===== config.mk =====
export PLATFORM = sky130hd
export DESIGN_NAME = lcs_link_ctrl
export DESIGN_NICKNAME = d
export VERILOG_FILES = /design/src/logic/lcs_pkg.sv /design/src/logic/lcs_buf2.sv /design/src/logic/lcs_link_ctrl.sv
export SDC_FILE = /design/constraint.sdc
export NUM_CORES = 1
export LEC_CHECK = 0
export BUFFER_PORTS_ARGS = -buffer_cell sky130_fd_sc_hd__buf_2
export CORE_ASPECT_RATIO = 0.7
export CORE_MARGIN = 1.5
export CORE_UTILIZATION = 40
export DETAILED_ROUTE_END_ITERATION = 12
export SYNTH_ARGS = -nofsm -noshare
export SYNTH_HDL_FRONTEND = slang
export SYNTH_SLANG_ARGS = --single-unit

===== constraint.sdc =====
create_clock -name clk_i -period 8.6 [get_ports clk_i]
set_input_delay 1.72 -clock clk_i [delete_from_list [all_inputs] [get_ports clk_i]]
set_output_delay 1.72 -clock clk_i [all_outputs]
set_load 0.03 [all_outputs]

===== src/logic/lcs_pkg.sv =====
// Shared types and constants of the link-control service block.
// Assumes one 25 MHz clock and a synchronous active-high reset.
`default_nettype none
package lcs_pkg;
    // ***********************
    // Widths and counts
    // ***********************
    localparam int LCS_AP_W = 6;
    localparam int LCS_ADDR_W = 16;
    localparam int LCS_DATA_W = 32;
    localparam int LCS_INV_N = 4;
    localparam int LCS_GROUP_BIT = 15;
    localparam logic [3:0] LCS_TRIES_RST = 4'h0;

    // ***********************
    // Access classes
    // ***********************
    localparam logic [2:0] LCS_CLASS_URGENT = 3'h6;
    localparam logic [2:0] LCS_CLASS_NORMAL = 3'h4;
    localparam logic [2:0] LCS_CLASS_ROUTINE = 3'h2;
    localparam logic [2:0] LCS_CLASS_BULK = 3'h0;

    // ***********************
    // Enumerations
    // ***********************
    typedef enum logic [1:0] {
        LCS_SVC_ACKED = 2'h0,
        LCS_SVC_UNACKED = 2'h1,
        LCS_SVC_REPLY = 2'h2
    } lcs_svc_t;

    typedef enum logic [2:0] {
        LCS_FR_DATA_ACK = 3'h0,
        LCS_FR_DATA = 3'h1,
        LCS_FR_REPLY_REQ = 3'h2,
        LCS_FR_REPLY_RSP = 3'h3,
        LCS_FR_REPLY_NONE = 3'h4
    } lcs_frame_kind_t;

    typedef enum logic [2:0] {
        LCS_MAC_ACK = 3'h0,
        LCS_MAC_NOACK = 3'h1,
        LCS_MAC_DONE = 3'h2,
        LCS_MAC_REPLY = 3'h3,
        LCS_MAC_NO_DATA = 3'h4,
        LCS_MAC_TXERR = 3'h5,
        LCS_MAC_OFFLINE = 3'h6
    } lcs_mac_code_t;

    typedef enum logic [3:0] {
        LCS_ST_OK = 4'h0,
        LCS_ST_NO_ACK_AFTER_RETRIES = 4'h1,
        LCS_ST_STATION_OFF_LINE = 4'h2,
        LCS_ST_INVALID_PARAM = 4'h3,
        LCS_ST_NOT_AVAILABLE = 4'h4
    } lcs_status_t;

    // Gray along idle, send, wait, confirm
    typedef enum logic [1:0] {
        LCS_IDLE = 2'b00,
        LCS_SEND = 2'b01,
        LCS_WAIT = 2'b11,
        LCS_CONFIRM = 2'b10
    } lcs_state_t;

    // ***********************
    // Carriers
    // ***********************
    typedef struct packed {
        lcs_svc_t svc;
        logic [LCS_AP_W-1:0] source_access_point;
        logic [LCS_AP_W-1:0] dest_access_point;
        logic [LCS_ADDR_W-1:0] remote;
        logic [2:0] sclass;
        logic [LCS_DATA_W-1:0] data;
    } lcs_req_t;

    typedef struct packed {
        lcs_frame_kind_t kind;
        logic seq;
        logic [3:0] attempts;
        logic [LCS_AP_W-1:0] source_access_point;
        logic [LCS_AP_W-1:0] dest_access_point;
        logic [LCS_ADDR_W-1:0] remote;
        logic [2:0] sclass;
        logic [LCS_DATA_W-1:0] data;
    } lcs_frame_t;

    typedef struct packed {
        lcs_frame_t frame;
        logic fcs_ok;
    } lcs_rx_t;

    typedef struct packed {
        lcs_mac_code_t code;
        logic [LCS_DATA_W-1:0] data;
    } lcs_mac_cfm_t;

    typedef struct packed {
        lcs_svc_t svc;
        lcs_status_t status;
        logic permanent;
        logic [LCS_DATA_W-1:0] data;
        logic [LCS_AP_W-1:0] source_access_point;
        logic [LCS_AP_W-1:0] dest_access_point;
        logic [LCS_ADDR_W-1:0] remote;
        logic [2:0] sclass;
    } lcs_cfm_t;
endpackage
`default_nettype wire


===== src/logic/lcs_buf2.sv =====
// Two-entry frame buffer between the service logic and the access layer.
// Assumes the drain side may stall for any number of cycles.
`default_nettype none
module lcs_buf2 (
    // Clock and reset
    input wire logic clk_i,
    input wire logic rst_i,
    // Fill side
    input wire logic in_valid_i,
    input wire lcs_pkg::lcs_frame_t in_data_i,
    output logic in_ready_o,
    // Drain side
    output logic out_valid_o,
    output lcs_pkg::lcs_frame_t out_data_o,
    input wire logic out_ready_i
);
    import lcs_pkg::*;

    // ***********************
    // Storage
    // ***********************
    lcs_frame_t slot1;
    logic vld1;
    logic push;
    logic pop;

    assign push = in_valid_i && in_ready_o;
    assign pop = out_valid_o && out_ready_i;
    // Ready is a flop: full means slot1 holds a word
    assign in_ready_o = !vld1;

    always_ff @(posedge clk_i) begin
        if (rst_i) begin
            out_valid_o <= 1'b0;
            vld1 <= 1'b0;
        end else begin
            if (pop) begin
                out_valid_o <= vld1 || push;
                vld1 <= 1'b0;
            end else if (push) begin
                out_valid_o <= 1'b1;
                vld1 <= out_valid_o;
            end
        end
    end

    always_ff @(posedge clk_i) begin
        if (pop) begin
            out_data_o <= vld1 ? slot1 : in_data_i;
        end else if (push && !out_valid_o) begin
            out_data_o <= in_data_i;
        end
        if (push && out_valid_o && !pop) begin
            slot1 <= in_data_i;
        end
    end
endmodule // lcs_buf2
`default_nettype wire


===== src/logic/lcs_link_ctrl.sv =====
// Link-control service logic between a local user and the access layer.
// Assumes the access layer retransmits on its own and reports one outcome
// per frame; received frames arrive with a check result already worked out.
`default_nettype none
module lcs_link_ctrl (
    // Clock and reset
    input wire logic clk_i,
    input wire logic rst_i,
    // User requests
    input wire logic req_valid_i,
    input wire lcs_pkg::lcs_req_t req_i,
    output logic [lcs_pkg::LCS_INV_N-1:0] req_ready_o,
    input wire logic [3:0] attempts_max_i,
    // User confirmations
    output logic cfm_valid_o,
    output lcs_pkg::lcs_cfm_t cfm_o,
    // Indications to the user
    output logic ind_valid_o,
    output lcs_pkg::lcs_frame_t ind_o,
    // Reply buffer update
    input wire logic upd_valid_i,
    input wire logic [lcs_pkg::LCS_DATA_W-1:0] upd_data_i,
    output logic upd_cfm_o,
    // Access layer transmit
    output logic tx_valid_o,
    output lcs_pkg::lcs_frame_t tx_o,
    input wire logic tx_ready_i,
    // Access layer outcome and receive
    input wire logic mac_cfm_valid_i,
    input wire lcs_pkg::lcs_mac_cfm_t mac_cfm_i,
    input wire logic rx_valid_i,
    input wire lcs_pkg::lcs_rx_t rx_i
);
    import lcs_pkg::*;

    // ***********************
    // Declarations
    // ***********************
    lcs_state_t state;
    lcs_frame_t cur;
    lcs_svc_t cur_svc;
    logic cur_rsp;
    logic [3:0] tries;
    logic [LCS_INV_N-1:0] seq_bit;
    logic [LCS_DATA_W-1:0] reply_buf;
    logic reply_avail;
    logic rsp_pend;
    lcs_frame_t rsp_frame;
    logic dup_vld;
    logic dup_seq;
    logic [LCS_ADDR_W-1:0] dup_src;
    logic buf_ready;
    logic [1:0] req_inv;
    logic accept;
    logic bad_addr;
    logic rx_good;
    logic rx_dup;
    lcs_frame_kind_t rx_kind;

    // Class 0,2,4,6 maps onto invocation 0..3
    assign req_inv = req_i.sclass[2:1];
    assign accept = req_valid_i && req_ready_o[req_inv];
    assign bad_addr = (req_i.svc == LCS_SVC_ACKED) && req_i.remote[LCS_GROUP_BIT];
    assign rx_kind = rx_i.frame.kind;
    assign rx_good = rx_valid_i && rx_i.fcs_ok;
    assign rx_dup = dup_vld && (dup_src == rx_i.frame.remote) && (dup_seq == rx_i.frame.seq);

    // ***********************
    // Ready per invocation
    // ***********************
    // Single shared engine keeps the medium free during an exchange
    generate
        for (genvar i = 0; i < LCS_INV_N; i++) begin : g_inv
            always_ff @(posedge clk_i) begin
                if (rst_i) begin
                    req_ready_o[i] <= 1'b0;
                    seq_bit[i] <= 1'b0;
                end else begin
                    req_ready_o[i] <= (state == LCS_IDLE) && !accept && !rsp_pend;
                    if (accept && req_inv == 2'(i) && req_i.svc == LCS_SVC_ACKED && !bad_addr) begin
                        seq_bit[i] <= !seq_bit[i];
                    end
                end
            end
        end
    endgenerate

    // ***********************
    // Transaction engine
    // ***********************
    always_ff @(posedge clk_i) begin
        if (rst_i) begin
            state <= LCS_IDLE;
            cur_rsp <= 1'b0;
            cur_svc <= LCS_SVC_ACKED;
            tries <= LCS_TRIES_RST;
            cfm_valid_o <= 1'b0;
        end else begin
            cfm_valid_o <= 1'b0;
            case (state)
                LCS_IDLE: begin
                    tries <= LCS_TRIES_RST;
                    // Answer unless a take lands; waiting on idle valid could stall forever
                    if (rsp_pend && !accept) begin
                        cur_rsp <= 1'b1;
                        state <= LCS_SEND;
                    end else if (accept) begin
                        cur_rsp <= 1'b0;
                        cur_svc <= req_i.svc;
                        if (bad_addr) begin
                            state <= LCS_CONFIRM;
                        end else begin
                            state <= LCS_SEND;
                        end
                    end
                end
                LCS_SEND: begin
                    if (buf_ready) begin
                        state <= LCS_WAIT;
                    end
                end
                LCS_WAIT: begin
                    if (mac_cfm_valid_i) begin
                        if (cur_rsp) begin
                            state <= LCS_IDLE;
                        end else if (cur_svc == LCS_SVC_REPLY &&
                                     mac_cfm_i.code == LCS_MAC_TXERR &&
                                     tries < attempts_max_i) begin
                            tries <= tries + 4'h1;
                            state <= LCS_SEND;
                        end else begin
                            cfm_valid_o <= 1'b1;
                            state <= LCS_IDLE;
                        end
                    end
                end
                LCS_CONFIRM: begin
                    cfm_valid_o <= 1'b1;
                    state <= LCS_IDLE;
                end
                default: begin
                    state <= LCS_IDLE;
                end
            endcase
        end
    end

    // Frame to send, built at acceptance
    always_ff @(posedge clk_i) begin
        if (state == LCS_IDLE && rsp_pend && !accept) begin
            cur <= rsp_frame;
        end else if (accept) begin
            cur.kind <= (req_i.svc == LCS_SVC_ACKED) ? LCS_FR_DATA_ACK :
                        (req_i.svc == LCS_SVC_UNACKED) ? LCS_FR_DATA : LCS_FR_REPLY_REQ;
            cur.seq <= seq_bit[req_inv];
            cur.attempts <= attempts_max_i;
            cur.source_access_point <= req_i.source_access_point;
            cur.dest_access_point <= req_i.dest_access_point;
            cur.remote <= req_i.remote;
            cur.sclass <= req_i.sclass;
            cur.data <= req_i.data;
        end
    end

    // ***********************
    // Confirmation contents
    // ***********************
    always_ff @(posedge clk_i) begin
        if (rst_i) begin
            cfm_o <= '0;
        end else if (state == LCS_IDLE && accept) begin
            cfm_o.svc <= req_i.svc;
            cfm_o.status <= LCS_ST_INVALID_PARAM;
            cfm_o.permanent <= 1'b1;
            cfm_o.data <= '0;
            cfm_o.source_access_point <= req_i.source_access_point;
            cfm_o.dest_access_point <= req_i.dest_access_point;
            cfm_o.remote <= req_i.remote;
            cfm_o.sclass <= req_i.sclass;
        end else if (state == LCS_WAIT && mac_cfm_valid_i && !cur_rsp) begin
            cfm_o.permanent <= 1'b0;
            case (mac_cfm_i.code)
                LCS_MAC_ACK: cfm_o.status <= (cur_svc == LCS_SVC_ACKED) ? LCS_ST_OK :
                                            LCS_ST_NO_ACK_AFTER_RETRIES;
                LCS_MAC_DONE: cfm_o.status <= (cur_svc == LCS_SVC_UNACKED) ? LCS_ST_OK :
                                             LCS_ST_NO_ACK_AFTER_RETRIES;
                LCS_MAC_REPLY: begin
                    cfm_o.status <= LCS_ST_OK;
                    cfm_o.data <= mac_cfm_i.data;
                end
                LCS_MAC_NO_DATA: cfm_o.status <= LCS_ST_NOT_AVAILABLE;
                LCS_MAC_OFFLINE: begin
                    cfm_o.status <= LCS_ST_STATION_OFF_LINE;
                    cfm_o.permanent <= 1'b1;
                end
                default: cfm_o.status <= LCS_ST_NO_ACK_AFTER_RETRIES;
            endcase
        end
    end

    // ***********************
    // Receive path
    // ***********************
    always_ff @(posedge clk_i) begin
        if (rst_i) begin
            ind_valid_o <= 1'b0;
            ind_o <= '0;
            dup_vld <= 1'b0;
            dup_seq <= 1'b0;
            dup_src <= '0;
        end else begin
            ind_valid_o <= 1'b0;
            if (rx_good) begin
                if (rx_kind == LCS_FR_DATA_ACK) begin
                    dup_vld <= 1'b1;
                    dup_seq <= rx_i.frame.seq;
                    dup_src <= rx_i.frame.remote;
                    ind_valid_o <= !rx_dup;
                end else begin
                    ind_valid_o <= (rx_kind == LCS_FR_DATA) || (rx_kind == LCS_FR_REPLY_REQ);
                end
                ind_o <= rx_i.frame;
            end
        end
    end

    // Answering side: reply buffer and pending answer
    // Only one answer held; a second request overwrites an unsent one
    always_ff @(posedge clk_i) begin
        if (rst_i) begin
            reply_buf <= '0;
            reply_avail <= 1'b0;
            upd_cfm_o <= 1'b0;
            rsp_pend <= 1'b0;
            rsp_frame <= '0;
        end else begin
            upd_cfm_o <= upd_valid_i;
            if (upd_valid_i) begin
                reply_buf <= upd_data_i;
                reply_avail <= 1'b1;
            end
            if (rx_good && rx_kind == LCS_FR_REPLY_REQ) begin
                rsp_pend <= 1'b1; // Set wins over the take below
                rsp_frame <= rx_i.frame;
                rsp_frame.kind <= reply_avail ? LCS_FR_REPLY_RSP : LCS_FR_REPLY_NONE;
                rsp_frame.data <= reply_buf;
            end else if (state == LCS_IDLE && rsp_pend && !accept) begin
                rsp_pend <= 1'b0;
            end
        end
    end

    // ***********************
    // Transmit buffer
    // ***********************
    lcs_buf2 u_txbuf (
        .clk_i(clk_i),
        .rst_i(rst_i),
        .in_valid_i(state == LCS_SEND),
        .in_data_i(cur),
        .in_ready_o(buf_ready),
        .out_valid_o(tx_valid_o),
        .out_data_o(tx_o),
        .out_ready_i(tx_ready_i)
    );
endmodule // lcs_link_ctrl
`default_nettype wire


* Word-level counts from Yosys, hierarchy flattened
Index checks and enable logic that the tools add are counted.
** Cells by class
- Add/sub/neg operators :: 1
- Magnitude comparators :: 2
- Eq/ne operators :: 23
- Muxes and demuxes :: 42
- Bitwise gates (word level) :: 2
- Reduce and logical (&&, ||, !) cells :: 69
** Operators by type and width (count)
- $mux W71 :: 5
- $mux W35 :: 2
- $logic_and A1 B1 Y1 :: 33
- $mux W32 :: 1
- $mux W1 :: 17
- $eq A16 B16 Y1 :: 1
- $pmux W3 S5 :: 1
- $mux W2 :: 7
- $reduce_bool A2 Y1 :: 7
- $logic_not A1 Y1 :: 12
- $mux W4 :: 3
- $eq A2 B2 Y1 const B :: 5
- $eq A3 B2 Y1 const B :: 3
- $eq A3 B3 Y1 const B :: 3
- $eq A2 B1 Y1 const B :: 4
- $logic_not A2 Y1 :: 4
- $ne A2 B2 Y1 const B :: 4
- $pmux W2 S4 :: 1
- $pmux W4 S2 :: 1
- $logic_not A3 Y1 :: 2
- $reduce_and A2 Y1 :: 3
- $reduce_and A3 Y1 :: 2
- $reduce_or A2 Y1 :: 3
- $add A4 B1 Y4 const B :: 1
- other kinds (11) :: 14
** Word-level totals
- Register bits :: 495
- Word-level logic and storage cells :: 208

* Longest topological paths before layout
Gate-level depths: netlist (run 1).
- Depth in word-level cells :: 7
- Depth in mapped cells :: 9

* Modules after synthesis
A second synthesis (run 1) with hierarchy kept.
** Second synthesis, totals
- Cells, all modules :: 1764
- Area total of the unflattened synthesis :: 18431.4 sq um
** By module, submodules not included
- lcs_link_ctrl :: instances 1, cells each 1531, area an instance 13141.4 sq um, sequential area each 7717.4 sq um
- lcs_buf2 :: instances 1, cells each 233, area an instance 5290.1 sq um, sequential area each 4304.1 sq um

* Least setup slack after synthesis (run 1)
Ideal clock, no wire load.
- Path kind :: input port to flip-flop
- Start point :: in tx_ready_i
- End point :: reg u_txbuf.slot1[0] in the netlist's numbering (enable)
- Library setup time :: 0.603 ns
- Arrival :: 6.925 ns
- Data required time :: 7.997 ns
- Slack :: 1.071 ns
- Stages :: 1
- Buffers on the path :: 0
- Cell sequence :: nor3b_1
** Between the ends
- Word-level cells in the longest chain between the ends :: 3
** RTL lines
- from (decl) :: line lcs_link_ctrl.sv:27 : input wire logic tx_ready_i,
- $logic_and A1 B1 Y1 :: line lcs_buf2.sv:28 : assign pop = out_valid_o && out_ready_i;
- $logic_not A1 Y1 :: line lcs_buf2.sv:53 : if (push && out_valid_o && !pop) begin
- $logic_and A1 B1 Y1 :: line lcs_buf2.sv:53
- to (signal assigned) :: line lcs_buf2.sv:54 : slot1 <= in_data_i;
- to (decl) :: line lcs_buf2.sv:22 : lcs_frame_t slot1;
Every way passes these cells.
A chain may end at the register's enable or synchronous reset.

* Worst setup path in the final report (run 1)
- Start point :: in req_valid_i
- End point :: reg cfm_o[62] in the netlist's numbering
** Between the ends
- Word-level cells in the longest chain between the ends :: 3
** RTL lines
- from (decl) :: line lcs_link_ctrl.sv:10 : input wire logic req_valid_i,
- $logic_and A1 B1 Y1 :: line lcs_link_ctrl.sv:62 : assign accept = req_valid_i && req_ready_o[req_inv];
- $logic_and A1 B1 Y1 :: line lcs_link_ctrl.sv:171 : end else if (state == LCS_IDLE && accept) begin
- $reduce_or A2 Y1 (no source line)
- to (decl) :: line lcs_link_ctrl.sv:16 : output lcs_pkg::lcs_cfm_t cfm_o,
Every way passes these cells.

==> reports/results.ini, run 1 <==
[run_status]
status=finished clean

[clocking]
tritoncts=built
clkTransAtPathRegs_ps=60
cts_hold_buf=0
cts.path.max_buffers=3
clockRootBuffer=clkbuf_16
clkSinkCount=494
clk_latency_ps=560
cts_buffers=48
post-cts-setup-buffers=0
post_cts_resized=0
htreeDepth=2

[global_routing]
overflow=0
grt_use_total=0.2038
grt_pass1_vias=13270
grt_max_degree=152
grt_pass1_wl_um=75160
grt_antenna_before_repair=3

[die]
die_w_um=258.4
dieArea_um2=46970
chipHeight_um=181.8
coreArea_um2=45060
io_pins=435
initial_core_util=0.4054
fp-row-count=65

[hold_path]
hold_path_class=reg2reg
hp-start=reply_buf[1]
hold_path_depth=2

[placed_design]
gp_congestion=0.8030
placed_cell_area_um2=20900
place_inst=2701
io_buffers=433
hpwl_um=32000

[detailed_routing]
avgViaCountPerCell=4.926
drtIter0Drc=828
ant_nets=0
routed_wl_um=49080
drt-pass1-iter-count=5
avgRoutedWirePerCell_um=17.56
drc_errors=0
dr_total_vias=13770

[pwr]
p_leak_nw=8.992
power_mw=5.256
power_density_nw_per_um2=234.1
vdd_drop_max_v=0.0001499

[timing]
fmax_ghz=0.2783
min_period_ps=3593
rsz0062_at_grt=no
timing.slew.headroom=0.1391
clock_skew_ps=24.51
tightest_slew_ps=1291
finalCritPeriodShare=0.4178
setup_violations=0
drv_slew=0
finalHoldViolations=0
fin_setup_tns_ps=0

[critical_path]
reg2reg_depth=4
worstPathMaxFanout=37
endpoint=cfm_o[62]
required_ps=8980
startpoint_type=primary input
crit_type=in2reg
r2r_setup_slack_ps=5350
end_kind=flip-flop
critPathArrivalTime_ps=3970
regToRegEndpoint=cfm_o[62]
r2r-start=state[0]
cp-startpoint=req_valid_i

[finish]
area_growth_syn_to_layout_pct=22.92
final_area_um2=22450
post_route_cells_drive_above_1_share=0.2793
final-instance-count-excl-fill=2795
register_area_um2=12020
nets=2367
multi_input_area_um2=5812
fillers=4242

[synth]
synth-async-reset-ratio=0
syn_inst=1758
synth_area_um2=18260
seq_area_frac_synth=0.6582
synth.avg_cell_area_um2=10.39
ys_ff_latch=494
synth-edff-count=213
synth_cell_types=51
yosysWarnings=0
synth_fp_nets=1977
synth_ff_type=dfxtp_1

[flow_run]
cap_violations=0

==> worst max-delay path: stages <==
cell and delay (ps):
buf_2 140, nand3_2 690, nand2b_1 1280, a21oi_1 130
==> worst min path at each step <==
stage,endpoint
CTS,rsp_frame[1]
finish,rsp_frame[1]
global route,u_txbuf.slot1[62]
floorplan,u_txbuf.slot1[0]
detailed placement,u_txbuf.slot1[58]
global placement,u_txbuf.slot1[44]
==> through the flow <==
stage | hold WS [ps] | worst slack, ps | util
4_1_cts | 438.8 | 4970 | 0.4980
2_1_floorplan | 420.4 | 1071 | -
3_5_place_dp | 431.5 | 4444 | 0.4638
6_report | 435.4 | 5007 | 0.4983
5_1_grt | 459.4 | 4765 | 0.4981
3_3_place_gp | 423.7 | 4512 | 0.4638
==> cells by family (layout without fill, tap and decap cells) <==
logic type      after synthesis  count (layout)  synth area share
compound gates              258             258           0.07317
xor+xnor                     22              22           0.01055
fa+ha+maj                     4               4          0.002740
buf+inv                     114             544           0.02795
flops                       494             494            0.6582
mux                         105             105           0.06310
other cells                   1               5         0.0002053
simple gates                760             760            0.1641
==> Yosys cell counts (all sizes together) (3+ instances only) <==
library cell	count	share of area
xor2	6	0.0029
nand3	8	0.0025
nand3b	3	0.0012
nor3	7	0.0022
xnor2	16	0.0077
mux2i	33	0.018
buf	27	0.010
ha	4	0.0027
nor3b	3	0.0012
dfxtp	281	0.31
edfxtp	213	0.35
nor2	53	0.011
nand2b	6	0.0021
a21oi	236	0.065
nand4	4	0.0014
clkbuf	80	0.016
nand2	661	0.14
o21ai	9	0.0025
inv	7	0.0014
mux2	71	0.044
nor4	4	0.0017
==> power breakdown <==
| part | switching [mW] | internal, mW | leakage, nW |
|---|---|---|---|
| Combinational | 0.401 | 0.157 | 3.98 |
| Sequential | 0.0541 | 2.59 | 4.24 |
| Clock | 0.884 | 1.17 | 0.772 |
| Total | 1.34 | 3.92 | 8.99 |
==> routing by layer <==
layer / global-route usage / share of wire / wire length, um / vias to the layer above
li1: - / - / - / 6669
met1: 0.2703 / 0.44 / 21470 / 6629
met2: 0.3358 / 0.47 / 23260 / 395
met3: 0.04090 / 0.063 / 3071 / 76
met4: 0.06339 / 0.026 / 1272 / 0
met5: 0 / 0 / 0 / -
==> cell type report <==
type                       instances  share of cell area
antenna                            4           0.0004459
clock buffer                      75             0.06482
clock inverter                    15            0.003957
inverter                           7            0.001170
multi-input combinational       1150              0.2589
sequential                       494              0.5355
tap                              603             0.03361
timing repair buffer             447              0.1016
==> placed cells by master (no fill, tap or decap), types with 16 or more instances in the layout <==
cell	Yosys	final
mux2i_1	33	33
buf_2	12	432
dfxtp_1	281	281
edfxtp_1	213	213
clkbuf_16	0	50
xnor2_1	16	16
mux2_2	71	71
nand2_1	661	659
a21oi_1	235	235
nor2_1	51	51
==> flip-flops by register name, indices dropped and copies added (netlist names), 2 cells and up <==
name / cells
cur: 71
cur_svc: 2
u_txbuf.out_data_o: 71
reply_buf: 32
rsp_frame: 70
seq_bit: 4
tries: 4
dup_src: 16
cfm_o: 69
u_txbuf.slot1: 71
ind_o: 71
state: 2
No activity file was read; power rests on OpenSTA's default activity.
==> run 2, diff against run 1 <==
clock period = 2.88 ns   (was 8.6 ns; I/O delays follow)
==> run 2 against run 1 <==
- flip-flop and latch count did not move
- first-iteration DRC count increased by 8.0%
- sequential power grew to 3.0 times the previous value
- register-to-register slack got worse by 4600 ps
- clock-buffer cell count rose by 4
- wire length up 1.8%
- total power grew to 3.0 times the previous value
==> reports/results.ini, run 2 (same netlist as run 1, synthesis figures left out) <==
[run_status]
status=finished clean

[die]
initial_core_util=0.4054  ; unchanged
fp-row-count=65  ; unchanged
die_w_um=258.4  ; unchanged
chipHeight_um=181.8  ; unchanged
io_pins=435  ; unchanged
coreArea_um2=45060  ; unchanged
dieArea_um2=46970  ; unchanged

[timing]
tightest_slew_ps=1101  ; -190.9 ps
fmax_ghz=0.4739
rsz0062_at_grt=no
setup_violations=0  ; unchanged
min_period_ps=2110
finalCritPeriodShare=0.7327
finalWorstSetupSlack_ps=769.9  ; -4237 ps
clock_skew_ps=25.58  ; +1.062 ps
timing.slew.headroom=0.2663  ; +0.1272
hold_ws_ps=239.7  ; -195.7 ps
finalHoldViolations=0  ; unchanged
drv_slew=0  ; unchanged

[global_routing]
grt_pass1_wl_um=76290  ; +1.5%
grt_pass1_vias=13280  ; +0.060%
grt_antenna_before_repair=5  ; +2
grt_max_degree=115  ; -24%
overflow=0  ; unchanged
grt_use_total=0.2085  ; +0.004668

[clocking]
cts.path.max_buffers=3  ; unchanged
clkSinkCount=494  ; unchanged
post_cts_resized=0  ; unchanged
cts_buffers=49  ; +2.1%
clk_latency_ps=560  ; about the same
clockRootBuffer=clkbuf_16
cts_hold_buf=0  ; unchanged
post-cts-setup-buffers=0  ; unchanged
tritoncts=built
htreeDepth=2  ; unchanged
clkTransAtPathRegs_ps=60  ; about the same

[detailed_routing]
dr_total_vias=13790  ; +0.15%
drc_errors=0  ; unchanged
routed_wl_um=49970  ; +1.8%
avgRoutedWirePerCell_um=17.80  ; +1.4%
avgViaCountPerCell=4.911  ; -0.32%
drtIter0Drc=894  ; +8.0%
drt-pass1-iter-count=5  ; unchanged
ant_nets=0  ; unchanged

[pwr]
power_density_nw_per_um2=697.3  ; +200%
vdd_drop_max_v=0.0004327  ; +190%
p_leak_nw=9.083  ; +1.0%

[placed_design]
gp_congestion=0.8129  ; +1.2%
placed_cell_area_um2=21130  ; +1.1%
hpwl_um=33460  ; +4.5%
pre_cts_slack_ps=405.5  ; -4038 ps
io_buffers=433  ; unchanged

[critical_path]
end_kind=flip-flop
startpoint_type=flip-flop
required_ps=3310  ; -5670 ps
worstPathMaxFanout=32  ; -14%
reg2reg_depth=5  ; +1
crit_type=reg2reg
critPathArrivalTime_ps=2540  ; -1430 ps

[finish]
post_route_cells_drive_above_1_share=0.2803  ; +0.001077
area_growth_syn_to_layout_pct=24.26
final_area_um2=22690  ; +1.1%
nets=2380  ; +0.55%
final_cell_mix=659 x nand2_1, 432 x buf_2, 278 x dfxtp_1, 235 x a21oi_1, 213 x edfxtp_1
final_common_cell=nand2_1
fin_util=0.5037  ; +0.005443

[flow_run]
cap_violations=0  ; unchanged

[hold_path]
hold_path_depth=3  ; +1
hold_path_class=in2reg

run 2: final cells by class:
class	count	area, um2
diodes	4	10.01
clock buffers	79	1431
clock inverters	12	120.1
fillers	4164	22360
inverters	7	26.28
multi-input cells	1150	5818
flip-flops and latches	494	12030
well taps	603	754.5
repair buffers	459	2509
run 2: path summary, 6_finish.rpt:
check	from	endpoint	slack [ps]
max	state[0]	cfm_o[60]	770
min	mac_cfm_i[11]	cfm_o[42]	240
max reg2reg	state[0]	cfm_o[60]	770
min reg2reg	cur[1]	u_txbuf.slot1[1]	440
run 2: metal layers:
metal | global-route usage | vias up | share of wire
met5 | 0 | - | 0.00060
met2 | 0.3437 | 371 | 0.47
met3 | 0.03922 | 75 | 0.055
met4 | 0.06012 | 4 | 0.024
li1 | - | 6719 | -
met1 | 0.2798 | 6620 | 0.45
run 2: through the flow:
step,power (mW),instances,TNS (ps)
after floorplan,9.064,1758,-2626
after global routing,16.45,2807,0
final,15.83,2808,0
after CTS,16.02,2804,0
after detailed placement,9.786,2713,0
after global placement,9.759,2713,0
run 2: power by group:
group	switching (mW)	total, mW	internal (mW)
combinational	1.21	1.71	0.498
sequential	0.157	7.90	7.75
clock	2.64	6.22	3.58
total	4.01	15.8	11.8
run 2: critical path, cell delays in order, from the launching register on:
cell and delay [ps]:
dfxtp_2 440, nand2_1 90, or3_1 450, or2_1 670, nand2_1 230, a21oi_1 90
==> run 3, diff against run 2 <==
clock period = 1.8 ns   (was 2.88 ns; I/O delays follow)
==> run 3 against run 2 <==
- via count grew 1.5%
- utilization rose by 1.3 points
- final cell count grew 1.4%
- combinational power grew 67%
- clock skew fell by 13 ps
- sequential power grew 59%
- hold slack got worse by 210 ps
- setup slack worse by 710 ps
- clock-buffer cell count rose by 3
==> reports/results.ini, run 3 (same netlist as run 1, synthesis figures left out) <==
[placed_design]
gp_congestion=0.8162  ; +0.41%
hpwl_um=34480  ; +3.0%
io_buffers=433  ; unchanged
place_inst=2742  ; +1.1%

[clocking]
clk_latency_ps=570  ; about the same
cts.path.max_buffers=3  ; unchanged
htreeDepth=2  ; unchanged
tritoncts=built
clockRootBuffer=clkbuf_16
clkTransAtPathRegs_ps=60  ; about the same
clkSinkCount=494  ; unchanged
cts_buffers=49  ; unchanged

[timing]
finalCritPeriodShare=0.9666  ; +0.2339
rsz0062_at_grt=yes
min_period_ps=1740  ; -370.2 ps
timing.slew.headroom=0.6372  ; +0.3709
finalHoldViolations=0  ; unchanged
fin_setup_tns_ps=0  ; unchanged
tightest_slew_ps=544.2  ; -556.3 ps
drv_slew=0  ; unchanged
setup_violations=0  ; unchanged
clock_skew_ps=12.92  ; -12.66 ps
fmax_ghz=0.5747  ; +21%

[die]
die_w_um=258.4  ; unchanged
coreArea_um2=45060  ; unchanged
io_pins=435  ; unchanged
fp-row-count=65  ; unchanged
chipHeight_um=181.8  ; unchanged
initial_core_util=0.4054  ; unchanged
dieArea_um2=46970  ; unchanged

[critical_path]
r2r_setup_slack_ps=60  ; -710 ps
crit_type=reg2reg
cpPeakStageDelay_ps=390  ; -280 ps
end_kind=flip-flop
cp_slowest_cell=or3b_1
startpoint_type=flip-flop
required_ps=2260  ; -1050 ps
crit_chain=ha_4 -> a211o_1 -> nor2_2 -> o21ai_1 -> or3b_1 -> a311oi_1
critPathArrivalTime_ps=2200  ; -340 ps
worstPathMaxFanout=3  ; -91%

[pwr]
netSwitchingPower_mw=6.502  ; +62%
vdd_drop_max_v=0.0006800  ; +57%
clkPwrFrac=0.395  ; +0.002
p_leak_nw=9.373  ; +3.2%
power_density_nw_per_um2=1100  ; +58%
p_sw_frac=0.2540  ; +0.0008758
seq_power_share=0.494  ; -0.005
comb_power_share=0.112  ; +0.004
internal_power_mw=19.10  ; +62%

[detailed_routing]
ant_nets=0  ; unchanged
routed_wl_um=50040  ; +0.13%
drtIter0Drc=831  ; -7.0%
avgRoutedWirePerCell_um=17.58  ; -1.2%
drt-pass1-iter-count=5  ; unchanged
dr_total_vias=13990  ; +1.5%
avgViaCountPerCell=4.915  ; about the same
drc_errors=0  ; unchanged

[finish]
final_common_cell=nand2_1
multi_input_area_um2=5839  ; +0.37%
nets=2420  ; +1.7%
final_cell_mix=659 x nand2_1, 432 x buf_2, 275 x dfxtp_1, 235 x a21oi_1, 213 x edfxtp_1
post_route_cells_drive_above_1_share=0.2953  ; +0.01494
area_growth_syn_to_layout_pct=27.47
final-instance-count-excl-fill=2846  ; +1.4%
fillers=4123  ; -0.98%
register_area_um2=12030  ; about the same

[global_routing]
use_met2=0.3468  ; +0.003110
grt_util_met3=0.04397  ; +0.004746
grt_max_degree=77  ; -33%
top_usage_layer=met2
grt_use_total=0.2083  ; about the same
overflow=0  ; unchanged
grt_pass1_wl_um=76660  ; +0.48%
grt_pass1_vias=13810  ; +4.0%
met1_usage=0.2744  ; -0.005435
grt_antenna_before_repair=6  ; +1

[flow_run]
cap_violations=0  ; unchanged

[run_status]
status=finished clean

[hold_path]
hold_path_class=in2reg

[run 3: changes by cell type in the layout (fill, tap and decap cells not counted), sizes merged]
| cell | previous run | this run |
|---|---|---|
| buf | 458 | 491 |
| dlygate4sd3 | 0 | 7 |
| clkinv | 8 | 4 |
| inv | 8 | 12 |
| clkbuf | 80 | 83 |
| diode | 4 | 1 |
| bufinv | 2 | 1 |
| clkinvlp | 1 | 0 |
[run 3: power groups by stage]
stage	combinational, mW	clock (mW)	sequential (mW)
6_report	2.86	10.1	12.6
5_1_grt	3.07	10.8	12.7
4_1_cts	2.90	10.4	12.6
3_5_place_dp	2.88	0	12.9
3_3_place_gp	2.85	0	12.9
2_1_floorplan	0.950	0	13.5
[run 3: layout make-up]
type,instances,area share
flip-flops and latches,494,0.5168
multi-input cells,1150,0.2508
repair buffers,499,0.1302
clock buffers,82,0.06406
well taps,603,0.03241
clock inverters,10,0.004514
inverters,7,0.001129
diodes,1,0.0001075
[run 3: final timing paths]
check             cells after the start           start                to
setup / recovery                      6        tries[3]          state[0]
hold / removal                        3  upd_data_i[29]     reply_buf[29]
setup reg to reg                      6        tries[3]          state[0]
hold reg to reg                       0          cur[7]  u_txbuf.slot1[7]
[run 3: repair_timing]
action	in CTS	in global routing
hold endpoints to repair	7	0
pin swaps	2	4
hold buffers	7	0
cloned	0	0
resized for setup	3	3
setup endpoints to repair	1	42
setup buffers	3	1
[run 3: per-stage QoR]
step	instance area (um2)	power, mW	util	hold WS [ps]	setup slack (ps)
final	23280	25.60	0.5167	28.53	60.09
after global routing	23280	26.60	0.5167	11.98	-8.457
after CTS	23260	25.92	0.5163	0.1627	2.846
after detailed placement	21560	15.76	0.4785	427.5	-227.8
after global placement	21560	15.71	0.4785	423.7	-202.3
after floorplan	18310	14.50	-	420.4	-1117
[run 3: critical path, delay by kind of cell (launching register included)]
family	cells	cell delay, ps
adders and majority gates	1	200
and+or+nand+nor	2	520
DFF	1	350
AOI/OAI and AO/OA	3	580
[run 3: routing by layer]
| metal | vias to the layer above | share of wire |
|---|---|---|
| li1 | 6792 | - |
| met1 | 6686 | 0.44 |
| met2 | 420 | 0.48 |
| met3 | 83 | 0.063 |
| met4 | 8 | 0.022 |
| met5 | - | 0.0012 |
